<file path="config.mk">
export PLATFORM = sky130hd
export DESIGN_NAME = blc_config
export DESIGN_NICKNAME = d
export VERILOG_FILES = /design/src/blc_serial_rx.v /design/src/blc_config.v
export VERILOG_INCLUDE_DIRS = /design/src
export SDC_FILE = /design/constraint.sdc
export NUM_CORES = 1
export LEC_CHECK = 0
export ABC_AREA = 1
export BUFFER_PORTS_ARGS = -buffer_cell sky130_fd_sc_hd__buf_2
export CAP_MARGIN = 20
export CORE_ASPECT_RATIO = 1.75
export CORE_UTILIZATION = 55
export DETAILED_ROUTE_END_ITERATION = 6
export GPL_TIMING_DRIVEN = 0
export MAX_ROUTING_LAYER = met4
export PLACE_DENSITY = 0.78
export SETUP_SLACK_MARGIN = 0.15
export SLEW_MARGIN = 20
export SYNTH_ARGS = -nofsm -noshare
export SYNTH_HDL_FRONTEND = slang
export SYNTH_SLANG_ARGS = --single-unit
</file>
<file path="constraint.sdc">
create_clock -name clk_i -period 3.3 [get_ports clk_i]
set_input_delay 0.66 -clock clk_i [delete_from_list [all_inputs] [get_ports clk_i]]
set_output_delay 0.66 -clock clk_i [all_outputs]
set_load 0.1 [all_outputs]
</file>
<file path="src/blc_defs.vh">
`ifndef BLC_DEFS_VH
`define BLC_DEFS_VH

// ----------------------------------------------------------------------------
// serial word layout
// ----------------------------------------------------------------------------
`define BLC_WORD_BITS 16
`define BLC_ADDR_MSB 13
`define BLC_ADDR_LSB 10
`define BLC_DATA_MSB 9
`define BLC_DATA_LSB 0

// ----------------------------------------------------------------------------
// register addresses
// ----------------------------------------------------------------------------
`define BLC_ADDR_CTRL1 4'h0
`define BLC_ADDR_COARSE 4'h4
`define BLC_ADDR_FINE 4'h5
`define BLC_ADDR_BLACK_REF 4'h6
`define BLC_ADDR_SETUP 4'h7
`define BLC_ADDR_LIMIT 4'h8
`define BLC_ADDR_FILTER 4'ha

// ----------------------------------------------------------------------------
// field positions
// ----------------------------------------------------------------------------
`define BLC_CTRL1_COARSE_MAN 6
`define BLC_CTRL1_FINE_MAN 5
`define BLC_DAC_SIGN 8
`define BLC_SETUP_OUT_SEL_HI 9
`define BLC_SETUP_OUT_SEL_LO 8
`define BLC_SETUP_HYS_OFF 7
`define BLC_SETUP_SOFW_HI 5
`define BLC_SETUP_SOFW_LO 4
`define BLC_SETUP_TRIPLE 3
`define BLC_SETUP_EXP_HI 2
`define BLC_SETUP_EXP_LO 0
`define BLC_LIMIT_FILTER_OFF 0
`define BLC_FLT_FRAME_START 9
`define BLC_FLT_OFFSET_TEST 8
`define BLC_FLT_AUTO_SOF 7
`define BLC_FLT_VIDEO_GND 6
`define BLC_FLT_INPUT_MODE 5
`define BLC_FLT_CLAMP_SEL 4
`define BLC_FLT_WEIGHT_HI 3
`define BLC_FLT_WEIGHT_LO 0

// ----------------------------------------------------------------------------
// writable-bit masks and reset values
// ----------------------------------------------------------------------------
`define BLC_CTRL1_MASK 10'h060
`define BLC_DAC_MASK 10'h1ff
`define BLC_SETUP_MASK 10'h3bf
`define BLC_LIMIT_MASK 10'h001
`define BLC_FLT_MASK 10'h3ff
`define BLC_CTRL1_RESET 10'h000
`define BLC_DAC_RESET 10'h000
`define BLC_BLACK_REF_RESET 10'h040
`define BLC_SETUP_RESET 10'h003
`define BLC_LIMIT_RESET 10'h001
`define BLC_FLT_RESET 10'h007

// ----------------------------------------------------------------------------
// numeric limits
// ----------------------------------------------------------------------------
`define BLC_EXP_MAX 3'h6
`define BLC_WEIGHT_MAX 4'h8
`define BLC_OFFSET_TEST_VALUE 8'hff

`endif

</file>
<file path="src/blc_serial_rx.v">
`timescale 1ns/1ns
`default_nettype none
`include "blc_defs.vh"

// ----------------------------------------------------------------------------
// serial configuration receiver
// ----------------------------------------------------------------------------
// all pins pass two flops first; the serial clock must stay well below clk_i/4
module blc_serial_rx (
  input wire clk_i,
  input wire nrst_i,
  input wire ser_clk_i,
  input wire ser_data_i,
  input wire ser_frame_n_i,
  output reg [`BLC_WORD_BITS-1:0] word_o,
  output reg word_valid_o
);

  reg [2:0] clk_sync_q;
  reg [1:0] data_sync_q;
  reg [2:0] frame_sync_q;
  reg [`BLC_WORD_BITS-1:0] shift_q;
  reg [4:0] count_q;
  wire sclk_rise;
  wire frame_end;
  wire in_frame;

  // bit 2 of the clock and frame chains is an edge history flop, read after the two-stage sync
  assign sclk_rise = clk_sync_q[1] & ~clk_sync_q[2];
  assign frame_end = frame_sync_q[1] & ~frame_sync_q[2];
  assign in_frame = ~frame_sync_q[1];

  always @(posedge clk_i) begin
    if (!nrst_i) begin
      clk_sync_q <= 3'h0;
      data_sync_q <= 2'h0;
      frame_sync_q <= 3'h7;
    end else begin
      clk_sync_q <= {clk_sync_q[1:0], ser_clk_i};
      data_sync_q <= {data_sync_q[0], ser_data_i};
      frame_sync_q <= {frame_sync_q[1:0], ser_frame_n_i};
    end
  end

  // a frame with fewer than 16 bits is dropped, longer keeps the last 16
  always @(posedge clk_i) begin
    if (!nrst_i) begin
      shift_q <= 16'h0000;
      count_q <= 5'h00;
      word_o <= 16'h0000;
      word_valid_o <= 1'b0;
    end else begin
      word_valid_o <= 1'b0;
      if (!in_frame) begin
        count_q <= 5'h00;
      end else if (sclk_rise) begin
        shift_q <= {shift_q[`BLC_WORD_BITS-2:0], data_sync_q[1]};
        if (count_q != 5'h10) begin
          count_q <= count_q + 5'h01;
        end
      end
      if (frame_end && count_q == 5'h10) begin
        word_o <= shift_q;
        word_valid_o <= 1'b1;
      end
    end
  end

endmodule // blc_serial_rx

`default_nettype wire

</file>
<file path="src/blc_config.v">
`timescale 1ns/1ns
`default_nettype none
`include "blc_defs.vh"

// Behaviour
// offset DAC bit 8 picks sign, 0 positive
// coarse DAC uses register only in manual mode
// fine DAC uses register only in manual mode
// ten-bit black reference, resets to 40 hex
// setup bits 9:8 select output data source
// setup bit 7 removes fine DAC hysteresis
// frame-start mode weight taken from setup bits 5:4
// average 2^N black pixels, saturate at 64
// triple bit multiplies pixel count by three
// limit bit 0 clear enables outlier rejection
// frame-start bit marks new frame, one-line weight
// test bit adds 255 to black pixels
// auto frame start on major gain change
// ground bit shorts video input to ground
// input mode: 0 sensor, 1 video
// weight code gives power-of-two fraction, reset 1/128
// mode bit 0 automatic, 1 programmed value
// host writes 16-bit words: address plus data
// reserved bits ignored on write

module blc_config (
  input wire clk_i,
  input wire nrst_i,
  input wire ser_clk_i,
  input wire ser_data_i,
  input wire ser_frame_n_i,
  input wire [8:0] coarse_auto_i,
  input wire [8:0] fine_auto_i,
  input wire gain_major_change_i,
  input wire line_end_i,
  output reg [7:0] coarse_dac_code_o,
  output reg coarse_dac_neg_o,
  output reg [7:0] fine_dac_code_o,
  output reg fine_dac_neg_o,
  output reg coarse_manual_mode_o,
  output reg fine_manual_mode_o,
  output reg fine_dac_hysteresis_off_o,
  output reg [9:0] black_reference_o,
  output reg [1:0] out_select_o,
  output reg [7:0] black_pixel_count_o,
  output reg outlier_filter_en_o,
  output reg [7:0] black_offset_add_o,
  output reg frame_start_o,
  output reg frame_start_mode_o,
  output reg filter_skip_o,
  output reg [1:0] frame_start_weight_o,
  output reg [3:0] filter_weight_shift_o,
  output reg video_input_ground_o,
  output reg input_mode_select_o,
  output reg video_clamp_select_o
);

  // --------------------------------------------------------------------------
  // functions
  // --------------------------------------------------------------------------
  function [7:0] pixel_count;
    input [2:0] exponent;
    input triple;
    reg [2:0] n;
    reg [7:0] base;
    begin
      n = (exponent > `BLC_EXP_MAX) ? `BLC_EXP_MAX : exponent;
      base = 8'h01 << n;
      pixel_count = triple ? (base + (base << 1)) : base;
    end
  endfunction

  function [7:0] dac_select;
    input manual;
    input [7:0] programmed;
    input [7:0] auto_value;
    begin
      dac_select = manual ? programmed : auto_value;
    end
  endfunction

  // --------------------------------------------------------------------------
  // serial port
  // --------------------------------------------------------------------------
  wire [15:0] rx_word;
  wire rx_valid;

  blc_serial_rx u_rx (
    .clk_i(clk_i),
    .nrst_i(nrst_i),
    .ser_clk_i(ser_clk_i),
    .ser_data_i(ser_data_i),
    .ser_frame_n_i(ser_frame_n_i),
    .word_o(rx_word),
    .word_valid_o(rx_valid)
  );

  wire [3:0] wr_addr;
  wire [9:0] wr_data;
  assign wr_addr = rx_word[`BLC_ADDR_MSB:`BLC_ADDR_LSB];
  assign wr_data = rx_word[`BLC_DATA_MSB:`BLC_DATA_LSB];

  // --------------------------------------------------------------------------
  // register bank
  // --------------------------------------------------------------------------
  reg [9:0] ctrl1_q;
  reg [9:0] coarse_q;
  reg [9:0] fine_q;
  reg [9:0] black_ref_q;
  reg [9:0] setup_q;
  reg [9:0] limit_q;
  reg [9:0] filter_q;

  // unmapped and out-of-scope addresses are ignored here
  always @(posedge clk_i) begin
    if (!nrst_i) begin
      ctrl1_q <= `BLC_CTRL1_RESET;
      coarse_q <= `BLC_DAC_RESET;
      fine_q <= `BLC_DAC_RESET;
      black_ref_q <= `BLC_BLACK_REF_RESET;
      setup_q <= `BLC_SETUP_RESET;
      limit_q <= `BLC_LIMIT_RESET;
      filter_q <= `BLC_FLT_RESET;
    end else if (rx_valid) begin
      case (wr_addr)
        `BLC_ADDR_CTRL1: begin
          ctrl1_q <= wr_data & `BLC_CTRL1_MASK;
        end
        `BLC_ADDR_COARSE: begin
          coarse_q <= wr_data & `BLC_DAC_MASK;
        end
        `BLC_ADDR_FINE: begin
          fine_q <= wr_data & `BLC_DAC_MASK;
        end
        `BLC_ADDR_BLACK_REF: begin
          black_ref_q <= wr_data;
        end
        `BLC_ADDR_SETUP: begin
          setup_q <= wr_data & `BLC_SETUP_MASK;
        end
        `BLC_ADDR_LIMIT: begin
          limit_q <= wr_data & `BLC_LIMIT_MASK;
        end
        `BLC_ADDR_FILTER: begin
          filter_q <= wr_data & `BLC_FLT_MASK;
        end
        default: begin
        end
      endcase
    end
  end

  // --------------------------------------------------------------------------
  // field decode
  // --------------------------------------------------------------------------
  wire coarse_manual;
  wire fine_manual;
  wire sof_bit;
  wire auto_sof;
  wire [3:0] weight_code;
  wire sof_write;
  wire coarse_sign;
  wire fine_sign;
  wire [7:0] coarse_magnitude;
  wire [7:0] fine_magnitude;
  wire [1:0] out_select;
  wire hysteresis_off;
  wire [1:0] sof_weight;
  wire count_triple;
  wire [2:0] count_exponent;
  wire filter_off;
  wire offset_test;
  wire video_ground;
  wire input_mode;
  wire clamp_select;

  assign coarse_manual = ctrl1_q[`BLC_CTRL1_COARSE_MAN];
  assign fine_manual = ctrl1_q[`BLC_CTRL1_FINE_MAN];
  assign sof_bit = filter_q[`BLC_FLT_FRAME_START];
  assign auto_sof = filter_q[`BLC_FLT_AUTO_SOF];
  assign weight_code = filter_q[`BLC_FLT_WEIGHT_HI:`BLC_FLT_WEIGHT_LO];
  assign sof_write = rx_valid && (wr_addr == `BLC_ADDR_FILTER) &&
                     wr_data[`BLC_FLT_FRAME_START];
  assign coarse_sign = coarse_q[`BLC_DAC_SIGN];
  assign fine_sign = fine_q[`BLC_DAC_SIGN];
  assign coarse_magnitude = coarse_q[7:0];
  assign fine_magnitude = fine_q[7:0];
  assign out_select = {setup_q[`BLC_SETUP_OUT_SEL_HI], setup_q[`BLC_SETUP_OUT_SEL_LO]};
  assign hysteresis_off = setup_q[`BLC_SETUP_HYS_OFF];
  assign sof_weight = {setup_q[`BLC_SETUP_SOFW_HI], setup_q[`BLC_SETUP_SOFW_LO]};
  assign count_triple = setup_q[`BLC_SETUP_TRIPLE];
  assign count_exponent = setup_q[`BLC_SETUP_EXP_HI:`BLC_SETUP_EXP_LO];
  assign filter_off = limit_q[`BLC_LIMIT_FILTER_OFF];
  assign offset_test = filter_q[`BLC_FLT_OFFSET_TEST];
  assign video_ground = filter_q[`BLC_FLT_VIDEO_GND];
  assign input_mode = filter_q[`BLC_FLT_INPUT_MODE];
  assign clamp_select = filter_q[`BLC_FLT_CLAMP_SEL];

  // --------------------------------------------------------------------------
  // frame-start tracking
  // --------------------------------------------------------------------------
  // first_line_q: the line right after a frame start averages one line only;
  // auto_line_q: the line after a major gain change skips filtering
  reg first_line_q;
  reg auto_line_q;
  wire auto_trigger;

  assign auto_trigger = auto_sof & gain_major_change_i;

  always @(posedge clk_i) begin
    if (!nrst_i) begin
      first_line_q <= 1'b0;
      auto_line_q <= 1'b0;
    end else begin
      // a new trigger in the line-end cycle wins over the clear
      if (sof_write || auto_trigger) begin
        first_line_q <= 1'b1;
      end else if (line_end_i) begin
        first_line_q <= 1'b0;
      end
      if (auto_trigger) begin
        auto_line_q <= 1'b1;
      end else if (line_end_i) begin
        auto_line_q <= 1'b0;
      end
    end
  end

  // --------------------------------------------------------------------------
  // output stage
  // --------------------------------------------------------------------------
  always @(posedge clk_i) begin
    if (!nrst_i) begin
      coarse_dac_code_o <= 8'h00;
      coarse_dac_neg_o <= 1'b0;
      fine_dac_code_o <= 8'h00;
      fine_dac_neg_o <= 1'b0;
      coarse_manual_mode_o <= 1'b0;
      fine_manual_mode_o <= 1'b0;
    end else begin
      coarse_manual_mode_o <= coarse_manual;
      fine_manual_mode_o <= fine_manual;
      coarse_dac_code_o <= dac_select(coarse_manual, coarse_magnitude,
                                      coarse_auto_i[7:0]);
      fine_dac_code_o <= dac_select(fine_manual, fine_magnitude, fine_auto_i[7:0]);
      // in automatic mode the calibration loop supplies the sign as well
      coarse_dac_neg_o <= coarse_manual ? coarse_sign : coarse_auto_i[8];
      fine_dac_neg_o <= fine_manual ? fine_sign : fine_auto_i[8];
    end
  end

  // --------------------------------------------------------------------------
  // black reference, setup, limit and filter outputs
  // --------------------------------------------------------------------------
  always @(posedge clk_i) begin
    if (!nrst_i) begin
      fine_dac_hysteresis_off_o <= 1'b0;
      black_reference_o <= `BLC_BLACK_REF_RESET;
      out_select_o <= 2'h0;
      black_pixel_count_o <= 8'h08;
      outlier_filter_en_o <= 1'b0;
      black_offset_add_o <= 8'h00;
      filter_weight_shift_o <= 4'h7;
      video_input_ground_o <= 1'b0;
      input_mode_select_o <= 1'b0;
      video_clamp_select_o <= 1'b0;
    end else begin
      fine_dac_hysteresis_off_o <= hysteresis_off;
      black_reference_o <= black_ref_q;
      out_select_o <= out_select;
      black_pixel_count_o <= pixel_count(count_exponent, count_triple);
      outlier_filter_en_o <= ~filter_off;
      black_offset_add_o <= offset_test ? `BLC_OFFSET_TEST_VALUE : 8'h00;
      // codes beyond 1/256 have no finer step, so they saturate there
      filter_weight_shift_o <= (weight_code > `BLC_WEIGHT_MAX) ?
                               `BLC_WEIGHT_MAX : weight_code;
      video_input_ground_o <= video_ground;
      input_mode_select_o <= input_mode;
      video_clamp_select_o <= clamp_select;
    end
  end

  // --------------------------------------------------------------------------
  // frame-start outputs
  // --------------------------------------------------------------------------
  always @(posedge clk_i) begin
    if (!nrst_i) begin
      frame_start_o <= 1'b0;
      frame_start_mode_o <= 1'b0;
      filter_skip_o <= 1'b0;
      frame_start_weight_o <= 2'h0;
    end else begin
      // pulse at the edge that takes the word, or on a gain-change trigger
      frame_start_o <= sof_write | auto_trigger;
      frame_start_mode_o <= sof_bit | first_line_q | auto_line_q;
      filter_skip_o <= auto_line_q;
      if (first_line_q) begin
        frame_start_weight_o <= 2'h1;
      end else begin
        frame_start_weight_o <= sof_weight;
      end
    end
  end

endmodule // blc_config

`default_nettype wire

</file>
Yosys cells after proc, flatten, opt, wreduce, memory -nomap -nowiden
Cells that the tools add are included.

word-level totals
  bits in registers = 156

operators by class
  add/subtract/negate cells = 2
  magnitude comparators = 2
  equal/unequal tests = 8
  shifts and indexed selects = 1
  multiplexer cells = 13
  bitwise logic cells = 11
  reductions and logical operators = 18

operators with widths
  cell                                                 number
  2-to-1 mux 8 bit                                     4
  AND reduction 2 bit                                  9
  equality test 4 x 3 -> 1 bit, second input constant  4
  adder 8 bit                                          1
  equality test 4 bit, second input constant           2
  << shifter 1 x 3 -> 8 bit, first input constant      1
  2-to-1 mux 1 bit                                     7
  adder 5 x 1 -> 5 bit, second input constant          1
  equality test 5 bit, second input constant           1
  != test 5 bit, second input constant                 1
  NOT 1 bit                                            5
  > comparator 4 bit, second input constant            1
  zero test 4 bit                                      1
  2-to-1 mux 4 bit                                     1
  nonzero test 2 bit                                   2
  OR reduction 2 bit                                   2
  bitwise AND 1 bit                                    3
  > comparator 3 bit, second input constant            1
  logical AND 1 bit                                    3
  2-to-1 mux 3 bit                                     1
  OR 1 bit                                             3
  logical OR 1 bit                                     1

Longest topological paths before layout
  word-level depth = 5
  mapped depth = 10

Hierarchy
A second synthesis with hierarchy kept.

second synthesis, totals
  cell total of the unflattened synthesis = 664
  area, all modules = 5413.9 um^2

modules (own cells, without submodules)
  module         times used  cells each  area each (um^2)
  blc_config     1           454         3667.3
  blc_serial_rx  1           210         1746.7

Least setup slack after synthesis
Ideal clock, no wire load.

  kind = register to output
  from = register, netlist name black_offset_add_o[6]
  to = output port black_offset_add_o[1]
  arrival = 1464 ps
  data required time = 2640 ps
  path slack = 1176 ps
  cell stages (with the launch flop) = 2
  buffers on the path = 1
  path through = dfxtp_1 buf_4

RTL lines
  what       line             RTL
  to (decl)  blc_config.v:47  output reg [7:0] black_offset_add_o,

==> impl_results.md <==
- Setup violations, final: 0
- Pin count of the biggest net entering global routing: 17
- Worst r2r dst: u_rx.word_o[8]
- Detailed Route WL: 12800 um
- Cells after synthesis: 678
- Synth Net Count: 706
- Latest clock arrival within the worst-skew pair: 0.41 ns
- CP startpoint kind: flip-flop
- First-pass GRT wire length: 21100 um
- RSZ-0062 raised after global routing: no
- Htree depth: 4
- Critical Path Fanout Max: 8
- Tightest Pin Transition: 0.511 ns
- Synthesis-to-layout area growth: 23.1%
- CTS Buffer Depth: 2
- Post-CTS Setup Bufs: 0
- Reg2Reg Depth: 9
- Total CTS buffers: 17
- Gr usage total: 27.4%
- Setup TNS Final: 0 ns
- Worst min-delay path class: flip-flop to flip-flop
- Post-Synthesis Cell Area: 5320 sq um
- Worst Setup End Kind: output pin
- Final Hold Vio Count: 0
- DRC: 0
- FMAX: 482 MHz
- Leak: 3.28 nW
- Die X-Extent: 76.4 um
- Vias in the first global route: 4667
- Synth warnings: 0
- Relative slew margins: 65.9%
- Clock Pin Slew Worst Setup and Hold Paths: 0.06 ns
- Hold path depth: 1
- Sequential area share after synthesis: 56.0%
- Post-layout minimum cycle time: 2.08 ns
- Fin worst setup slack: 1.22 ns
- Count of final max-slew check failures: 0
- Die Area: 10100 sq um
- Port bufs: 85
- Post-route antenna net violation count: 0
- Status: finished clean
- Layout cells sized above 1: 19.5%
- Hold Path Origin: limit_q[0]
- Worst slack at placement: 1.52 ns
- Yosys cell types: 27
- Worst IR Drop VDD: 426 uV
- Resized Gates After CTS: 0
- Hold Path End: outlier_filter_en_o
- Commonest cells after routing, fill and taps aside: dfxtp_1 (149), nor2_1 (131), nand2_1 (121)
- Start of the worst register-to-register path: u_rx.count_q[0]
- Synthesized area per cell: 7.85 sq um
- Worst Skew: 0.00532 ns
- Ant diodes: 0
- R2R Setup Slk: 1.79 ns
- Seq cells post-synth: 149
- Starting density of the core: 56.6%
- Die height: 132 um
- Gr ovfl total: 0
- CTS tree: yes
- Fill cell count: 791
- Crit path kind: flip-flop to output pin
- CTS Hold Bufs: 0
- HPWL Detailed: 8800 um
- Iteration-0 DRC count of the detailed router: 298
- WP data required: 2.64 ns
- Commonest non-fill, non-tap cell in the layout: dfxtp_1
- Core outline area: 9410 sq um
- Nets: 810
- Routability-driven placement congestion ratio: 0.884
- Pwr dens: 626 nW/um^2
- Crit path DAT: 1.42 ns
- Initial antenna violation count: 0
- DR WL/cell: 13.9 um
- Final Cycle Share: 62.9%
- Row count: 47
- Vias per cell: 5.17
- Initial DRT Pass Iterations: 6
- Clock Sinks: 149
- Clock root buffer: clkbuf_16
- Vias: 4737
- Io pins: 87
- MaxCap Viol Count: 0
-- worst max path at each step --
stage	startpoint	end	slack [ns]	depth (start not counted)
5_1_grt	black_offset_add_o[6]	black_offset_add_o[2]	1.15	2
3_5_place_dp	nrst_i	u_rx.shift_q[7]	1.52	5
2_1_floorplan	black_offset_add_o[6]	black_offset_add_o[1]	1.18	1
3_3_place_gp	nrst_i	u_rx.shift_q[6]	1.55	5
6_report	black_offset_add_o[6]	black_offset_add_o[2]	1.22	2
4_1_cts	black_offset_add_o[6]	black_offset_add_o[2]	1.21	2
-- flip-flops by register name (all words and copies together) (netlist names), 3 cells and up --
| name | flops |
|---|---|
| fine_dac_code_o | 8 |
| u_rx.clk_sync_q | 3 |
| black_ref_q | 10 |
| black_reference_o | 10 |
| filter_weight_shift_o | 4 |
| black_pixel_count_o | 8 |
| coarse_q | 9 |
| u_rx.count_q | 5 |
| coarse_dac_code_o | 8 |
| u_rx.frame_sync_q | 3 |
| setup_q | 9 |
| u_rx.word_o | 14 |
| u_rx.shift_q | 14 |
| fine_q | 9 |
| filter_q | 10 |
-- area by class of cell --
type	instances	area (sq um)	area share, %
plain buffers	38	201	3.07
multi-input cells	428	1900	29.0
inverters	63	236	3.61
clock inverters	9	173	2.64
well taps	122	153	2.33
flip-flops and latches	149	2980	45.5
clock buffers	23	478	7.29
repair buffers	85	425	6.49
-- power breakdown --
part           total [mW]  switching, mW  internal [mW]
Clock                2.10          0.702           1.40
Sequential           1.82        0.00378           1.82
Combinational       0.181          0.147         0.0336
-- worst max-delay path, cell delays in order (launching register included) --
cell,delay [ns]
dfxtp_1,0.44
buf_4,0.15
buf_2,0.41
-- cells by family (layout without fill, tap and decap cells) --
family | after synthesis | in the layout | share of synthesized area (%)
XOR/XNOR | 1 | 1 | 0.165
flip-flops | 149 | 149 | 56.0
buffers and inverters | 101 | 218 | 8.23
AND/OR/NAND/NOR | 332 | 332 | 26.0
AO/OA/AOI/OAI | 92 | 92 | 8.88
adder cells (fa/ha/maj) | 3 | 3 | 0.705
-- cells in the mapped netlist --
library cell,n,area [sq um]
ha_1,3,37.5
nand2_2,2,12.5
o21ai_0,48,240
nor3_1,15,75.1
a21oi_1,38,190
clkbuf_2,1,5.00
buf_6,1,11.3
dfxtp_1,149,2980
nand2_1,121,454
nand3_2,2,20.0
clkinv_1,3,11.3
clkbuf_1,12,45.0
nor4_1,1,6.26
nand4_1,5,31.3
buf_2,16,80.1
o21ai_1,1,5.00
buf_4,8,60.1
inv_1,59,221
o31ai_1,1,7.51
nor2_2,6,37.5
nor2_4,1,11.3
inv_2,1,3.75
nor2_1,131,492
xor2_1,1,8.76
or2_2,3,18.8
nand3_1,45,225
o211ai_1,4,30.0
-- through the flow --
| step | power [mW] | utilization, % | area [sq um] | hold WS [ns] | cells |
|---|---|---|---|---|---|
| 3_5_place_dp | 2.04 | 62.7 | 5900 | 0.411 | 885 |
| 2_1_floorplan | 1.99 | - | 5320 | 0.386 | 678 |
| 3_3_place_gp | 2.04 | 62.7 | 5900 | 0.399 | 885 |
| 4_1_cts | 4.11 | 69.6 | 6550 | 0.417 | 917 |
| 5_1_grt | 4.20 | 69.6 | 6550 | 0.435 | 917 |
| 6_report | 4.10 | 69.6 | 6550 | 0.415 | 917 |
-- layer usage --
| metal | vias to the layer above | track usage, % | wire length (um) |
|---|---|---|---|
| li1 | 2349 | - | - |
| met4 | 0 | 15.3 | 535 |
| met1 | 2191 | 26.4 | 4760 |
| met2 | 149 | 49.7 | 6920 |
| met5 | - | - | 0 |
| met3 | 48 | 5.74 | 542 |
(Power assumes the default switching activity.)
